### src/rtl/tsb_pkg.sv
// Purpose: Shared constants and types for the segment buffer host controller.
// Assumes: 40 MHz system clock; 100 kHz bus clocking built from quarters.
// Notes: All timing counts derive from times given in nanoseconds.
package tsb_pkg;

  localparam int CLK_NS = 25;
  // Quarter of one bus clock period at 100 kHz.
  localparam int QUARTER_NS = 2500;
  localparam int QUARTER_CYC = QUARTER_NS / CLK_NS;
  localparam int CNT_W = 7;
  localparam logic [CNT_W-1:0] QUARTER_LAST = CNT_W'(QUARTER_CYC - 1);
  // Time that the segments stay isolated after reset.
  localparam int STARTUP_NS = 1000000;
  localparam int STARTUP_CYC = (STARTUP_NS + CLK_NS - 1) / CLK_NS;
  localparam int BYTE_W = 8;
  localparam logic [2:0] BIT_FIRST = 3'h7;
  localparam logic [1:0] PINS_RST = 2'h3;

  typedef enum logic [2:0] {
    TSB_IDLE,
    TSB_START,
    TSB_BIT,
    TSB_ACK,
    TSB_STOP
  } tsb_state_t;

endpackage : tsb_pkg

### src/rtl/tsb_host.sv
// Purpose: Host that drives enable, clock direction and master-side bus pins.
// Assumes: The buffer sits between this master and the far segment.
// Notes: Bus clock comes from a divider and never waits on the slave.
`timescale 1ns/1ps
module tsb_host #(
  parameter int unsigned STARTUP_CYC = tsb_pkg::STARTUP_CYC
) (
  input wire logic clk,
  input wire logic rst,
  input wire logic en_req,
  input wire logic dir_req,
  input wire logic cmd_valid,
  output logic cmd_ready,
  input wire logic cmd_start,
  input wire logic cmd_stop,
  input wire logic cmd_read,
  input wire logic cmd_ack,
  input wire logic [7:0] cmd_wdata,
  output logic rsp_valid,
  output logic [7:0] rsp_rdata,
  output logic rsp_nack,
  output logic bus_idle,
  output logic bus_en,
  output logic clk_dir,
  input wire logic scl_i,
  output logic scl_o,
  output logic scl_oe,
  input wire logic sda_i,
  output logic sda_o,
  output logic sda_oe
);

  tsb_pkg::tsb_state_t state_q;
  logic [1:0] s1_q, s2_q, s3_q, f_q;
  logic [tsb_pkg::CNT_W-1:0] cnt_q;
  logic [1:0] q_q;
  logic [2:0] bit_q;
  logic [7:0] shift_q;
  logic read_q, stop_q, ack_q, open_q;
  logic sda_pull_q, scl_pull_q;
  logic rsp_valid_q, rsp_nack_q;
  logic [7:0] rsp_rdata_q;
  logic [31:0] start_cnt_q;
  logic done_q, en_q, dir_q;
  logic tick, take;

  // Bit 1 is the clock pin, bit 0 the data pin.
  always_ff @(posedge clk) begin
    if (rst) begin
      s1_q <= tsb_pkg::PINS_RST;
      s2_q <= tsb_pkg::PINS_RST;
      s3_q <= tsb_pkg::PINS_RST;
    end else begin
      s1_q <= {scl_i, sda_i};
      s2_q <= s1_q;
      s3_q <= s2_q;
    end
  end

  genvar gi;
  generate
    for (gi = 0; gi < 2; gi++) begin : g_filt
      always_ff @(posedge clk) begin
        if (rst) begin
          f_q[gi] <= 1'b1;
        end else if (s2_q[gi] == s3_q[gi]) begin
          f_q[gi] <= s3_q[gi];
        end
      end
    end
  endgenerate

  always_ff @(posedge clk) begin
    if (rst || state_q == tsb_pkg::TSB_IDLE || tick) begin
      cnt_q <= '0;
    end else begin
      cnt_q <= cnt_q + 1'b1;
    end
  end

  assign tick = (state_q != tsb_pkg::TSB_IDLE) &&
                (cnt_q == tsb_pkg::QUARTER_LAST);
  assign bus_idle = (state_q == tsb_pkg::TSB_IDLE) && !open_q &&
                    (f_q == tsb_pkg::PINS_RST);
  assign cmd_ready = (state_q == tsb_pkg::TSB_IDLE) && en_q && !dir_q &&
                     done_q;
  assign take = cmd_valid && cmd_ready;

  always_ff @(posedge clk) begin
    if (rst) begin
      start_cnt_q <= '0;
      done_q <= 1'b0;
    end else if (!done_q) begin
      start_cnt_q <= start_cnt_q + 32'h1;
      done_q <= (start_cnt_q == 32'(STARTUP_CYC - 1));
    end
  end

  // Enable and direction move only while the bus is idle.
  always_ff @(posedge clk) begin
    if (rst) begin
      en_q <= 1'b0;
      dir_q <= 1'b0;
    end else if (bus_idle) begin
      en_q <= en_req && done_q;
      dir_q <= dir_req;
    end
  end

  always_ff @(posedge clk) begin
    if (rst) begin
      state_q <= tsb_pkg::TSB_IDLE;
      q_q <= 2'h0;
      bit_q <= tsb_pkg::BIT_FIRST;
      shift_q <= 8'h00;
      read_q <= 1'b0;
      stop_q <= 1'b0;
      ack_q <= 1'b0;
      open_q <= 1'b0;
      sda_pull_q <= 1'b0;
      scl_pull_q <= 1'b0;
      rsp_valid_q <= 1'b0;
      rsp_nack_q <= 1'b0;
      rsp_rdata_q <= 8'h00;
    end else begin
      rsp_valid_q <= 1'b0;
      if (tick) begin
        q_q <= q_q + 2'h1;
      end
      case (state_q)
        tsb_pkg::TSB_IDLE: begin
          if (take) begin
            read_q <= cmd_read;
            stop_q <= cmd_stop;
            ack_q <= cmd_ack;
            shift_q <= cmd_read ? 8'hff : cmd_wdata;
            bit_q <= tsb_pkg::BIT_FIRST;
            q_q <= 2'h0;
            if (cmd_start || !open_q) begin
              state_q <= tsb_pkg::TSB_START;
              sda_pull_q <= 1'b0;
            end else begin
              state_q <= tsb_pkg::TSB_BIT;
              sda_pull_q <= !cmd_read && !cmd_wdata[7];
            end
          end
        end
        tsb_pkg::TSB_START: begin
          if (tick) begin
            case (q_q)
              2'h0: scl_pull_q <= 1'b0;
              2'h2: sda_pull_q <= 1'b1;
              2'h3: begin
                scl_pull_q <= 1'b1;
                open_q <= 1'b1;
                sda_pull_q <= !shift_q[7];
                state_q <= tsb_pkg::TSB_BIT;
              end
              default: ;
            endcase
          end
        end
        tsb_pkg::TSB_BIT: begin
          if (tick) begin
            case (q_q)
              2'h1: scl_pull_q <= 1'b0;
              2'h2: shift_q <= {shift_q[6:0], f_q[0]};
              2'h3: begin
                scl_pull_q <= 1'b1;
                if (bit_q == 3'h0) begin
                  state_q <= tsb_pkg::TSB_ACK;
                  sda_pull_q <= read_q && ack_q;
                end else begin
                  bit_q <= bit_q - 3'h1;
                  sda_pull_q <= !shift_q[7];
                end
              end
              default: ;
            endcase
          end
        end
        tsb_pkg::TSB_ACK: begin
          if (tick) begin
            case (q_q)
              2'h1: scl_pull_q <= 1'b0;
              2'h2: rsp_nack_q <= f_q[0];
              2'h3: begin
                scl_pull_q <= 1'b1;
                rsp_rdata_q <= shift_q;
                if (stop_q) begin
                  sda_pull_q <= 1'b1;
                  state_q <= tsb_pkg::TSB_STOP;
                end else begin
                  sda_pull_q <= 1'b0;
                  rsp_valid_q <= 1'b1;
                  state_q <= tsb_pkg::TSB_IDLE;
                end
              end
              default: ;
            endcase
          end
        end
        tsb_pkg::TSB_STOP: begin
          if (tick) begin
            case (q_q)
              2'h1: scl_pull_q <= 1'b0;
              2'h2: sda_pull_q <= 1'b0;
              2'h3: begin
                open_q <= 1'b0;
                rsp_valid_q <= 1'b1;
                state_q <= tsb_pkg::TSB_IDLE;
              end
              default: ;
            endcase
          end
        end
        default: state_q <= tsb_pkg::TSB_IDLE;
      endcase
    end
  end

  // Pins only ever pull low; the output value stays zero.
  assign scl_o = 1'b0;
  assign sda_o = 1'b0;
  assign scl_oe = scl_pull_q;
  assign sda_oe = sda_pull_q;
  assign bus_en = en_q;
  assign clk_dir = dir_q;
  assign rsp_valid = rsp_valid_q;
  assign rsp_rdata = rsp_rdata_q;
  assign rsp_nack = rsp_nack_q;
endmodule : tsb_host

### config.mk
export PLATFORM = sky130hd
export DESIGN_NAME = tsb_host
export DESIGN_NICKNAME = d
export VERILOG_FILES = /design/src/rtl/tsb_pkg.sv /design/src/rtl/tsb_host.sv
export SDC_FILE = /design/constraint.sdc
export NUM_CORES = 1
export LEC_CHECK = 0
export ABC_AREA = 1
export BUFFER_PORTS_ARGS = -buffer_cell sky130_fd_sc_hd__buf_4
export CORE_UTILIZATION = 48
export DETAILED_ROUTE_END_ITERATION = 16
export GPL_TIMING_DRIVEN = 0
export MAX_ROUTING_LAYER = met4
export PLACE_DENSITY = 0.67
export SETUP_SLACK_MARGIN = 0.3
export SLEW_MARGIN = 20
export SYNTH_ARGS = -nofsm -noshare
export SYNTH_HDL_FRONTEND = slang
export SYNTH_SLANG_ARGS = --single-unit
### constraint.sdc
create_clock -name clk -period 3.41 [get_ports clk]
set_input_delay 0.8525 -clock clk [delete_from_list [all_inputs] [get_ports clk]]
set_output_delay 0.8525 -clock clk [all_outputs]
set_load 0.02 [all_outputs]
== After elaboration in Yosys (flattened, before gate mapping) ==
Cells that the tools add are included.

* $add $sub $neg: 4
* Equality and inequality tests: 30
* Muxes and demuxes: 58
* Reductions and logical operators: 36

{| class="wikitable"
|+ Operator list
! kind !! count
|-
| two-way mux 3 bit || 15
|-
| adder 32 x 1 -> 32 bit, second input constant || 1
|-
| == test 32 x 16 -> 1 bit, second input constant || 1
|-
| two-way mux 8 bit || 4
|-
| two-way mux 1 bit || 25
|-
| inequality test 2 bit, second input constant || 12
|-
| AND reduction 10 bit || 2
|-
| case mux 8 bit (2 select lines) || 1
|-
| case mux 3 bit (5 select lines) || 1
|-
| logical AND 1 bit || 10
|-
| case mux 1 bit (2 select lines) || 5
|-
| AND reduction 5 bit || 2
|-
| two-way mux 2 bit || 4
|-
| adder 7 x 1 -> 7 bit, second input constant || 1
|-
| == test 7 bit, second input constant || 1
|-
| AND reduction 7 bit || 1
|-
| == test 2 bit, second input constant || 3
|-
| == test 3 x 2 -> 1 bit, second input constant || 2
|-
| zero test 3 bit || 2
|-
| inequality test 2 x 1 -> 1 bit, second input constant || 3
|-
| inequality test 3 bit, second input constant || 2
|-
| case mux 3 bit (2 select lines) || 1
|-
| AND reduction 3 bit || 2
|-
| nonzero test 3 bit || 2
|-
| other kinds (17) || 25
|}

* Register bits: 82
* Output and inout port bits: 18

== Longest topological paths before layout ==
Gate-level depths: netlist of run 1.

* Word-level depth: 7
* Gate-level depth with buffers: 11
* Gate-level depth less buffers: 10

== Worst setup path after synthesis of run 1 ==
No wires, ideal clock.

* Path type: register -> output
* Start: reg state_q[0]
* End: out cmd_ready
* Arrival: 1.098 ns
* Slack: 1.460 ns
* Stages on the path, launching flop included: 5
* Buffers on the path: 1
* Cells stage by stage: dfxtp_1 > buf_4 > nor2_4 > nand2_4 > nor2_1

* Longest elaborated chain between the ends: 4

{| class="wikitable"
|+ Ends and longest elaborated chain
! what !! line !! RTL
|-
| start: declaration || tsb_host.sv:33 || <nowiki>tsb_pkg::tsb_state_t state_q;</nowiki>
|-
| start signal: assignment || tsb_host.sv:112 || <nowiki>state_q <= tsb_pkg::TSB_IDLE;</nowiki>
|-
| start signal: assignment || tsb_host.sv:140 || <nowiki>state_q <= tsb_pkg::TSB_START;</nowiki>
|-
| start signal: assignment || tsb_host.sv:143 || <nowiki>state_q <= tsb_pkg::TSB_BIT;</nowiki>
|-
| zero test 3 bit || tsb_host.sv:85 || <nowiki>assign cmd_ready = (state_q == tsb_pkg::TSB_IDLE) && en_q && !dir_q &&</nowiki>
|-
| logical AND 1 bit (3 in a row) || tsb_host.sv:85 ||
|-
| end: declaration || tsb_host.sv:13 || <nowiki>output logic cmd_ready,</nowiki>
|}

Every way passes these cells.

== Worst setup path after layout of run 1 ==
Ends and elaborated chain as after synthesis.

==> impl_results.md, run 1 <==
- Worst VDD drop: 231 uV
- GRT Util Overall: 0.239
- Post-synthesis cell count: 576
- CP Max Fanout: 9
- Min Clock Period, post-route: 2470 ps
- Post-synthesis sequential area ratio: 0.403
- Synthesis-stage register bit count: 82
- Critical Path RT: 2560 ps
- Post-CTS Setup Inserts: 0
- Fmax: 405 MHz
- Slowest cell on crit path: dfxtp_1
- Initial core utilization: 0.495
- Insertion delay of the later-clocked pin in the worst-skew pair: 370 ps
- CTS Buf Count: 9
- DRC viols: 0
- First-pass GRT wire length: 15,900 um
- Ranking of synthesized cells by area: dfxtp_1 40%, nand2_1 9.5%, nor2_1 7.3%
- Final Hold Viols: 0
- Die W: 94.1 um
- Largest net degree at the start of global routing: 14
- Initial antenna violation count: 0
- Post-synth top area cell: dfxtp_1
- Routed vias: 3,727
- DRT iter0 DRCs: 136
- Slew headroom: 0.570
- Vias per cell: 5.10
- Worst Setup End Kind: output pin
- Synth unique cells: 42
- Clock sinks: 82
- Die footprint: 8850 sq um
- Io pins: 37
- Crit-path cells: buf_4 > nor2_4 > nand2_4 > nor2_1 > buf_4
- Fin. max-slew vios: 0
- CTS Buffer Depth: 2
- RSZ-0062 raised after global routing: no
- Final ANT Viol Nets: 0
- Wire length per cell: 12.7 um
- Pre-antenna DRT Iters: 4
- DPL Wire Length: 6860 um
- Power, Total: 2.33 mW
- Max Cap Viol: 0
- Port bufs: 34
- Most frequent cells after synthesis: 103 x nand2_1, 82 x dfxtp_1, 79 x nor2_1, 71 x inv_1
- Tightest Pin Transition: 645 ps
- Post-Syn Area: 4070 sq um
- CTS tree: done
- Status: completed
- Power per cell area: 500 nW/um^2
- Util after Layout: 0.568
- Period utilization: 0.723
- Pre-CTS WS: 1310 ps
- Routed wire length: 9310 um
- Routability cong.: 0.874
- CTS H-tree lvls: 3
- LEAKAGE: 1.90 nW
- Root Buffer: clkbuf_8
- P&R area growth vs syn: 14.7%
- Gates resized, CTS repair: 0
- Clock skew: 15.5 ps
- Most used cell, CP: buf_4
- Synth top area share: 0.403
- Avg Inst Size Synth: 7.07 sq um
- Worst hold path type: reg -> reg
- Arr. time, crit path: 1610 ps
- Crit path launch type: flip-flop
- CORE AREA: 8220 sq um
- WS Path Type: reg -> out
- Worst-path clk slew: 80 ps
- Yosys warns: 0
- CP peak stage delay: 310 ps
- Fin nets: 649
- Antenna fix cells: 0
- Top-count cell post-synth: nand2_1
- Asr flop ratio synth: 0
- Main synth FF type: dfxtp_1
- CTS Hold Bufs: 0
- Endpoints failing setup: 0
- Std-Cell Rows: 33
- Layout cell share with drive strength beyond 1: 0.145
- Setup TNS: 0 ps
- GRT Residual Overflow: 0
- Vias in the first global route: 3,501
- Setup ws final: 943 ps
- Post-synth EDFFs: 0
- Die Y: 94.1 um
-- worst max-delay path: cells and delay by family (launching register included) --
kind	cells	cell delay, ps
simple gates	3	580
buf+inv	2	350
flops	1	310
-- logic make-up (layout without fill, tap and decap cells) --
kind of cell / Yosys count / after routing / share of synthesized area
AOI/OAI and AO/OA: 116 / 116 / 0.157
other: 1 / 2 / 0.000921
and+or+nand+nor: 276 / 276 / 0.316
xor gates and xnor gates: 3 / 3 / 0.00646
adders and majority gates: 8 / 8 / 0.0246
buffers and inverters: 90 / 139 / 0.0916
DFF: 82 / 82 / 0.403
-- routing by layer --
layer	track usage	vias up	share of wire
li1	-	1962	-
met1	0.284	1692	0.47
met3	0.0518	16	0.037
met2	0.390	57	0.47
met5	-	-	0
met4	0.100	0	0.021
-- cell type report --
type                            instances  area [sq um]
Tap cell                              105           131
Buffer                                 13          76.3
Sequential cell                        82          1640
Clock inverter                          6          82.6
Clock buffer                            9           124
Timing Repair Buffer                   34           255
Inverter                               77           297
Fill cell                             798          3550
Multi-Input combinational cell        405          2060
-- cell usage in the layout (no fill, tap or decap), drive strengths merged, types with 2 or more instances in the layout --
cell type  netlist  final
a21oi           52     52
nor2            88     88
buf              5     39
dfxtp           82     82
nand2          110    110
nand4           13     13
o21bai           2      2
nor3b            3      3
or2              8      8
bufinv           0      2
nand3           39     39
o211ai           2      2
o21a             3      3
xor2             2      2
nor3            14     14
clkbuf           8     17
inv             76     76
o21ai           54     54
ha               8      8
clkinv           1      4
conb             1      2
-- where the power goes --
part | internal, mW | total, mW | switching (mW)
Combinational | 0.181 | 0.514 | 0.333
Clock | 0.404 | 0.770 | 0.365
Sequential | 1.02 | 1.05 | 0.0342
-- flip-flops by register name, indices dropped and copies added, names as in the netlist, 2 cells and up --
| name | cells |
|---|---|
| shift_q | 8 |
| start_cnt_q | 32 |
| state_q | 3 |
| q_q | 2 |
| cnt_q | 7 |
| bit_q | 3 |
| f_q | 2 |
| s3_q | 2 |
| rsp_rdata | 8 |
| s1_q | 2 |
| s2_q | 2 |
-- final timing paths --
kind	slack, ps	startpoint	to	cells after the start
worst max-delay path	940	state_q[0]	cmd_ready	5
worst min-delay path	410	s1_q[1]	s2_q[1]	1
worst min register to register	410	s1_q[1]	s2_q[1]	1
worst max register to register	1640	start_cnt_q[0]	start_cnt_q[30]	8
-- metrics by stage --
step | instances | cell area [sq um] | hold slack (ps)
2_1_floorplan | 577 | 4070 | 389
3_3_place_gp | 716 | 4460 | 394
3_5_place_dp | 716 | 4460 | 401
4_1_cts | 731 | 4670 | 419
5_1_grt | 731 | 4670 | 436
6_report | 731 | 4670 | 415
Power figures use the tool's default switching activity.
==> run 2: changes to the inputs <==
==> constraint.sdc (replaced) <==
create_clock -name clk -period 2.5 [get_ports clk]
set_input_delay 0.625 -clock clk [delete_from_list [all_inputs] [get_ports clk]]
set_output_delay 0.625 -clock clk [all_outputs]
set_load 0.02 [all_outputs]
==> run 2 against run 1 <==
  * Combinational power rose by 40%
  * Clock power is 36% higher
  * Critical path depth is the same
  * Count of clock-buffer cells in the layout unchanged
  * Critical path type unchanged
  * Sequential power is 36% higher
  * Core utilization up 0.24 points
  * Largest cell class unchanged
  * Setup slack got worse by 500 ps
  * First-iteration DRC count increased by 0.74%
  * Clock skew down 0.76 ps
  * Routed wire length shrank 0.18%
==> impl_results.md, run 2 (same netlist as run 1, synthesis figures left out) <==
- Status: completed
- Largest net degree at the start of global routing: 14
- Antenna fix cells: 0
- GRT Residual Overflow: 0
- DPL Wire Length: 6860 um
- Initial antenna violation count: 0
- Cell area after placement: 4460 sq um
- RSZ-0062 raised after global routing: no
- Clock power share: 0.327
- CTS H-tree lvls: 3
- Fin. max-slew vios: 0
- Die W: 94.1 um
- Comb power frac: 0.226
- Worst Hold End: s2_q[0]
- Pre-antenna DRT Iters: 4
- Power per cell area: 683 nW/um^2
- Crit path launch type: flip-flop
- CP Max Fanout: 9
- Final Hold Viols: 0
- Fin nets: 651
- Min-delay src: s1_q[0]
- Routed vias: 3,757
- GRT Util Overall: 0.239
- Arr. time, crit path: 1430 ps
- Placed cell count: 716
- Sequential Power Share: 0.448
- Vias per cell: 5.13
- FF-to-FF End: start_cnt_q[30]
- Final ANT Viol Nets: 0
- Reg2reg setup slack: 720 ps
- WS Path Type: reg -> out
- Clock skew: 14.8 ps
- Top reg by flops: start_cnt_q
- Pre-CTS WS: 628 ps
- Setup ws final: 445 ps
- Min Clock Period, post-route: 2060 ps
- Vias in the first global route: 3,501
- Die footprint: 8850 sq um
- Final hold slack: 414 ps
- CP top delay family: simple AND/OR/NAND/NOR gates
- Final Instance Count excl. Fillers: 733
- First-pass GRT wire length: 15,900 um
- Die Y: 94.1 um
- Routability cong.: 0.874
- Worst VDD drop: 315 uV
- Most used cell, CP: buf_4
- Commonest non-fill, non-tap cell in the layout: nand2_1
- P&R area growth vs syn: 15.2%
- DRT iter0 DRCs: 137
- CTS Buf Count: 9
- Endpoints failing setup: 0
- Clock sinks: 82
- CTS Hold Bufs: 0
- Wire length per cell: 12.7 um
- Cells on worst reg2reg path: 8
- Reg2reg start: start_cnt_q[0]
- Crit-path cells: buf_4 > nor2_4 > nand2_4 > nor2_2 > buf_4
- Max FFs per register: 32
- Slowest cell on crit path: dfxtp_1
- Design area: 4690 sq um
- Std-Cell Rows: 33
- LEAKAGE: 1.91 nW
- Fmax: 487 MHz
- Slew headroom: 0.563
- Insertion delay of the later-clocked pin in the worst-skew pair: 370 ps
- Worst Path Buf+Inv: 2
- Commonest cells after routing, fill and taps aside: 103 x nand2_1, 82 x dfxtp_1, 77 x nor2_1
- Worst Setup End Kind: output pin
- CORE AREA: 8220 sq um
- Tightest Pin Transition: 656 ps
- Critical Path RT: 1880 ps
- Pint: 2.20 mW
- Power, Total: 3.20 mW
- Psw: 1.00 mW
- Period utilization: 0.822
- CP peak stage delay: 310 ps
- CTS Buffer Depth: 2
- Port bufs: 34
- Io pins: 37
- Root Buffer: clkbuf_8
- Layout cell share with drive strength beyond 1: 0.151
- Worst-path clk slew: 80 ps
- Initial core utilization: 0.495
- Hold depth: 1
- Sw Ratio: 0.313
- Routed wire length: 9290 um
- Worst hold path type: reg -> reg
- Util after Layout: 0.570
- Max Cap Viol: 0
- Setup TNS: 0 ps
- DRC viols: 0
- CTS tree: done
==> run 2: worst max path at each step <==
stage / startpoint / endpoint / cells past startpoint
6_report: state_q[0] / cmd_ready / 5
5_1_grt: done_q / cmd_ready / 3
4_1_cts: state_q[0] / bus_idle / 5
3_5_place_dp: rst / start_cnt_q[3] / 5
3_3_place_gp: state_q[0] / cmd_ready / 5
2_1_floorplan: state_q[0] / cmd_ready / 4
==> run 2: per-layer routing <==
metal  GRT usage  wire length (um)
met3      0.0518               402
met1       0.284              4350
met4       0.100               221
met2       0.390              4320
met5           -                 0
==> run 2: repair_timing <==
action | in CTS | in global routing
gates cloned | 0 | 0
setup buffers | 0 | 2
resized for setup | 1 | 1
pin swaps | 0 | 1
setup endpoints to repair | 1 | 2
==> run 2: cell type report <==
type	count	area (sq um)
Tap cell	105	131
Timing Repair Buffer	36	270
Buffer	13	76.3
Sequential cell	82	1640
Inverter	77	297
Clock inverter	6	82.6
Multi-Input combinational cell	405	2060
Clock buffer	9	124
Fill cell	798	3530
==> run 2: power by group through the flow <==
stage               combinational [mW]  clock [mW]  sequential [mW]
global placement                 0.690           0             1.46
global route                     0.823        1.12             1.44
CTS                              0.703        1.06             1.43
floorplan                        0.523           0             1.46
detailed placement               0.699           0             1.46
finish                           0.722        1.05             1.43
==> run 3: changes to the inputs <==
--- a/config.mk
+++ b/config.mk
@@ -5,7 +5,7 @@
 export SDC_FILE = /design/constraint.sdc
 export NUM_CORES = 1
 export LEC_CHECK = 0
-export ABC_AREA = 1
+export ABC_AREA = 0
 export BUFFER_PORTS_ARGS = -buffer_cell sky130_fd_sc_hd__buf_4
 export CORE_UTILIZATION = 48
 export DETAILED_ROUTE_END_ITERATION = 16
==> constraint.sdc (replaced) <==
create_clock -name clk -period 1.9 [get_ports clk]
set_input_delay 0.475 -clock clk [delete_from_list [all_inputs] [get_ports clk]]
set_output_delay 0.475 -clock clk [all_outputs]
set_load 0.02 [all_outputs]
==> run 3 against run 2 <==
  * Design area rose by 12%
  * Sequential share of layout area fell by 2.6 points
  * Worst hold slack got worse by 110 ps
  * Combinational power fell by 79%
  * Non-clock buffer count rose by 55
  * Clock skew fell by 2.2 ps
  * Global-route usage rose by 1.1 points
  * Critical path type is now reg -> reg
  * Largest cell class unchanged
  * Largest power group unchanged
==> impl_results.md, run 3 <==
- Worst VDD drop: 405 uV
- Root Buffer: clkbuf_8
- Wire length per cell: 15.6 um
- Die Y: 91.7 um
- Worst-path clk slew: 90 ps
- WS Path Type: reg -> reg
- Main synth FF type: dfxtp_1
- Reg2reg start: cnt_q[1]
- Initial core utilization: 0.497
- Crit path launch type: flip-flop
- Hold depth: 2
- Die footprint: 8410 sq um
- Yosys warns: 0
- Max Cap Viol: 0
- Min Clock Period, post-route: 1820 ps
- Port bufs: 32
- Die W: 91.7 um
- Commonest non-fill, non-tap cell in the layout: nor2_1
- CTS Buffer Depth: 2
- Commonest cells after routing, fill and taps aside: 82 x nor2_1, 72 x buf_4, 51 x dfxtp_1
- Synthesis-stage register bit count: 82
- Final Hold Viols: 0
- Post-synth top area cell: dfxtp_1
- Layout cell share with drive strength beyond 1: 0.378
- Cells on worst reg2reg path: 8
- Routed vias: 3,467
- P&R area growth vs syn: 35.5%
- RSZ-0062 raised after global routing: yes
- Routability cong.: 0.896
- Avg Inst Size Synth: 8.72 sq um
- Final hold slack: 304 ps
- CTS tree: done
- GRT Residual Overflow: 0
- Fin. max-slew vios: 0
- Worst Hold End: s1_q[0]
- Clock sinks: 82
- CORE AREA: 7770 sq um
- Pint: 2.45 mW
- First-pass GRT wire length: 16,100 um
- CTS Buf Count: 9
- CTS H-tree lvls: 3
- DRT iter0 DRCs: 171
- Top reg by flops: start_cnt_q
- Fmax: 549 MHz
- Pre-antenna DRT Iters: 4
- Ranking of synthesized cells by area: dfxtp_1 43%, nor2_1 8.4%, mux2i_1 6.0%
- Vias per cell: 5.43
- Top-count cell post-synth: nor2_1
- Comb power frac: 0.047
- Arr. time, crit path: 2060 ps
- Sw Ratio: 0.235
- Worst hold path type: in -> reg
- Power per cell area: 611 nW/um^2
- Insertion delay of the later-clocked pin in the worst-skew pair: 360 ps
- Antenna fix cells: 0
- Asr flop ratio synth: 0
- Clock skew: 12.6 ps
- Largest net degree at the start of global routing: 15
- Post-Syn Area: 3860 sq um
- Psw: 0.750 mW
- Status: completed
- Std-Cell Rows: 32
- Tightest Pin Transition: 557 ps
- Worst Setup End Kind: flip-flop
- Reg2reg setup slack: 80 ps
- Final ANT Viol Nets: 0
- DRC viols: 0
- Cell area after placement: 4270 sq um
- Most frequent cells after synthesis: 86 x nor2_1, 82 x dfxtp_1, 24 x xor2_1, 23 x mux2i_1, 22 x a21oi_1
- Critical Path RT: 2140 ps
- Post-synth EDFFs: 0
- Routed wire length: 9950 um
- Synth top area share: 0.425
- FF-to-FF End: rsp_nack
- Initial antenna violation count: 0
- Min-delay src: sda_i
- Synth unique cells: 58
- Slew headroom: 0.629
- Post-synthesis cell count: 443
- Period utilization: 0.958
- Clock power share: 0.410
- Fin nets: 559
- CP Max Fanout: 4
- Max FFs per register: 32
- Endpoints failing setup: 0
- Fill cells: 636
- Sequential Power Share: 0.543
- Io pins: 37
- Design area: 5240 sq um
- Post-synthesis sequential area ratio: 0.425
- Vias in the first global route: 3,399
- DPL Wire Length: 6070 um
- GRT Util Overall: 0.249
- LEAKAGE: 2.11 nW
## run 3: changes by cell type in the layout (fill, tap and decap cells not counted), sizes merged, moves of 8 or more
| cell | delta |
|---|---|
| nand2 | -93 |
| inv | -65 |
| buf | +50 |
| o21ai | -47 |
| a21oi | -30 |
| mux2i | +23 |
| xor2 | +22 |
| nand3 | -20 |
| xnor2 | +8 |
## run 3: cell type report
| type | count | area (sq um) | share of cell area |
|---|---|---|---|
| plain buffers | 27 | 204 | 0.0390 |
| clock buffers | 11 | 141 | 0.0270 |
| clock inverters | 5 | 62.6 | 0.0120 |
| inverters | 10 | 37.5 | 0.00717 |
| multi-input cells | 325 | 2340 | 0.447 |
| flip-flops and latches | 82 | 1700 | 0.324 |
| well taps | 102 | 128 | 0.0244 |
| repair buffers | 77 | 626 | 0.120 |
## run 3: metrics by stage
stage | util | instances | setup TNS, ps | setup slack, ps | total power [mW]
5_1_grt | 0.674 | 639 | -20.6 | -20.6 | 3.32
3_5_place_dp | 0.550 | 578 | -3170 | -157 | 1.91
3_3_place_gp | 0.550 | 578 | -745 | -77.2 | 1.91
4_1_cts | 0.635 | 623 | 0 | 73.3 | 3.20
2_1_floorplan | - | 444 | 0 | 309 | 1.86
6_report | 0.674 | 639 | 0 | 79.6 | 3.20
## run 3: cell families after synthesis
group | share of synthesized area
multiplexers | 0.0625
XOR/XNOR | 0.0748
AND/OR/NAND/NOR | 0.273
other | 0.000971
flip-flops | 0.425
adder cells (fa/ha/maj) | 0.0285
buffers and inverters | 0.0431
AO/OA/AOI/OAI | 0.0917
## run 3: per-layer routing
| metal | share of wire | track usage | up-vias |
|---|---|---|---|
| li1 | - | - | 1704 |
| met1 | 0.42 | 0.287 | 1682 |
| met2 | 0.53 | 0.441 | 60 |
| met3 | 0.028 | 0.0398 | 21 |
| met4 | 0.022 | 0.0846 | 0 |
| met5 | 0 | - | - |
## run 3: repair_timing
action,4_1_cts,5_1_grt
resized for setup,66,65
pin swaps,21,25
gates cloned,0,1
hold buffers,0,0
buffers inserted,29,15
setup endpoints to repair,66,64
## run 3: critical path, stage by stage (launching register included)
cell and delay [ps]:
dfxtp_2 360, ha_4 140, nor4b_4 190, buf_6 140, buf_12 110, nand2_4 50
or3_1 400, mux2i_1 230, nor2_1 70
## run 3: worst max path at each step
stage	startpoint	to	depth (start not counted)
3_3_place_gp	rst	start_cnt_q[26]	4
6_report	cnt_q[1]	rsp_nack	8
4_1_cts	state_q[0]	bus_idle	5
2_1_floorplan	state_q[0]	bit_q[0]	6
5_1_grt	cnt_q[0]	rsp_nack	8
3_5_place_dp	rst	start_cnt_q[28]	4
## run 3: power by group through the flow
| stage | Combinational (mW) | Clock, mW | Sequential (mW) |
|---|---|---|---|
| floorplan | 0.0754 | 0 | 1.78 |
| detailed placement | 0.131 | 0 | 1.78 |
| finish | 0.150 | 1.31 | 1.74 |
| CTS | 0.141 | 1.32 | 1.74 |
| global placement | 0.129 | 0 | 1.78 |
| global route | 0.164 | 1.41 | 1.74 |
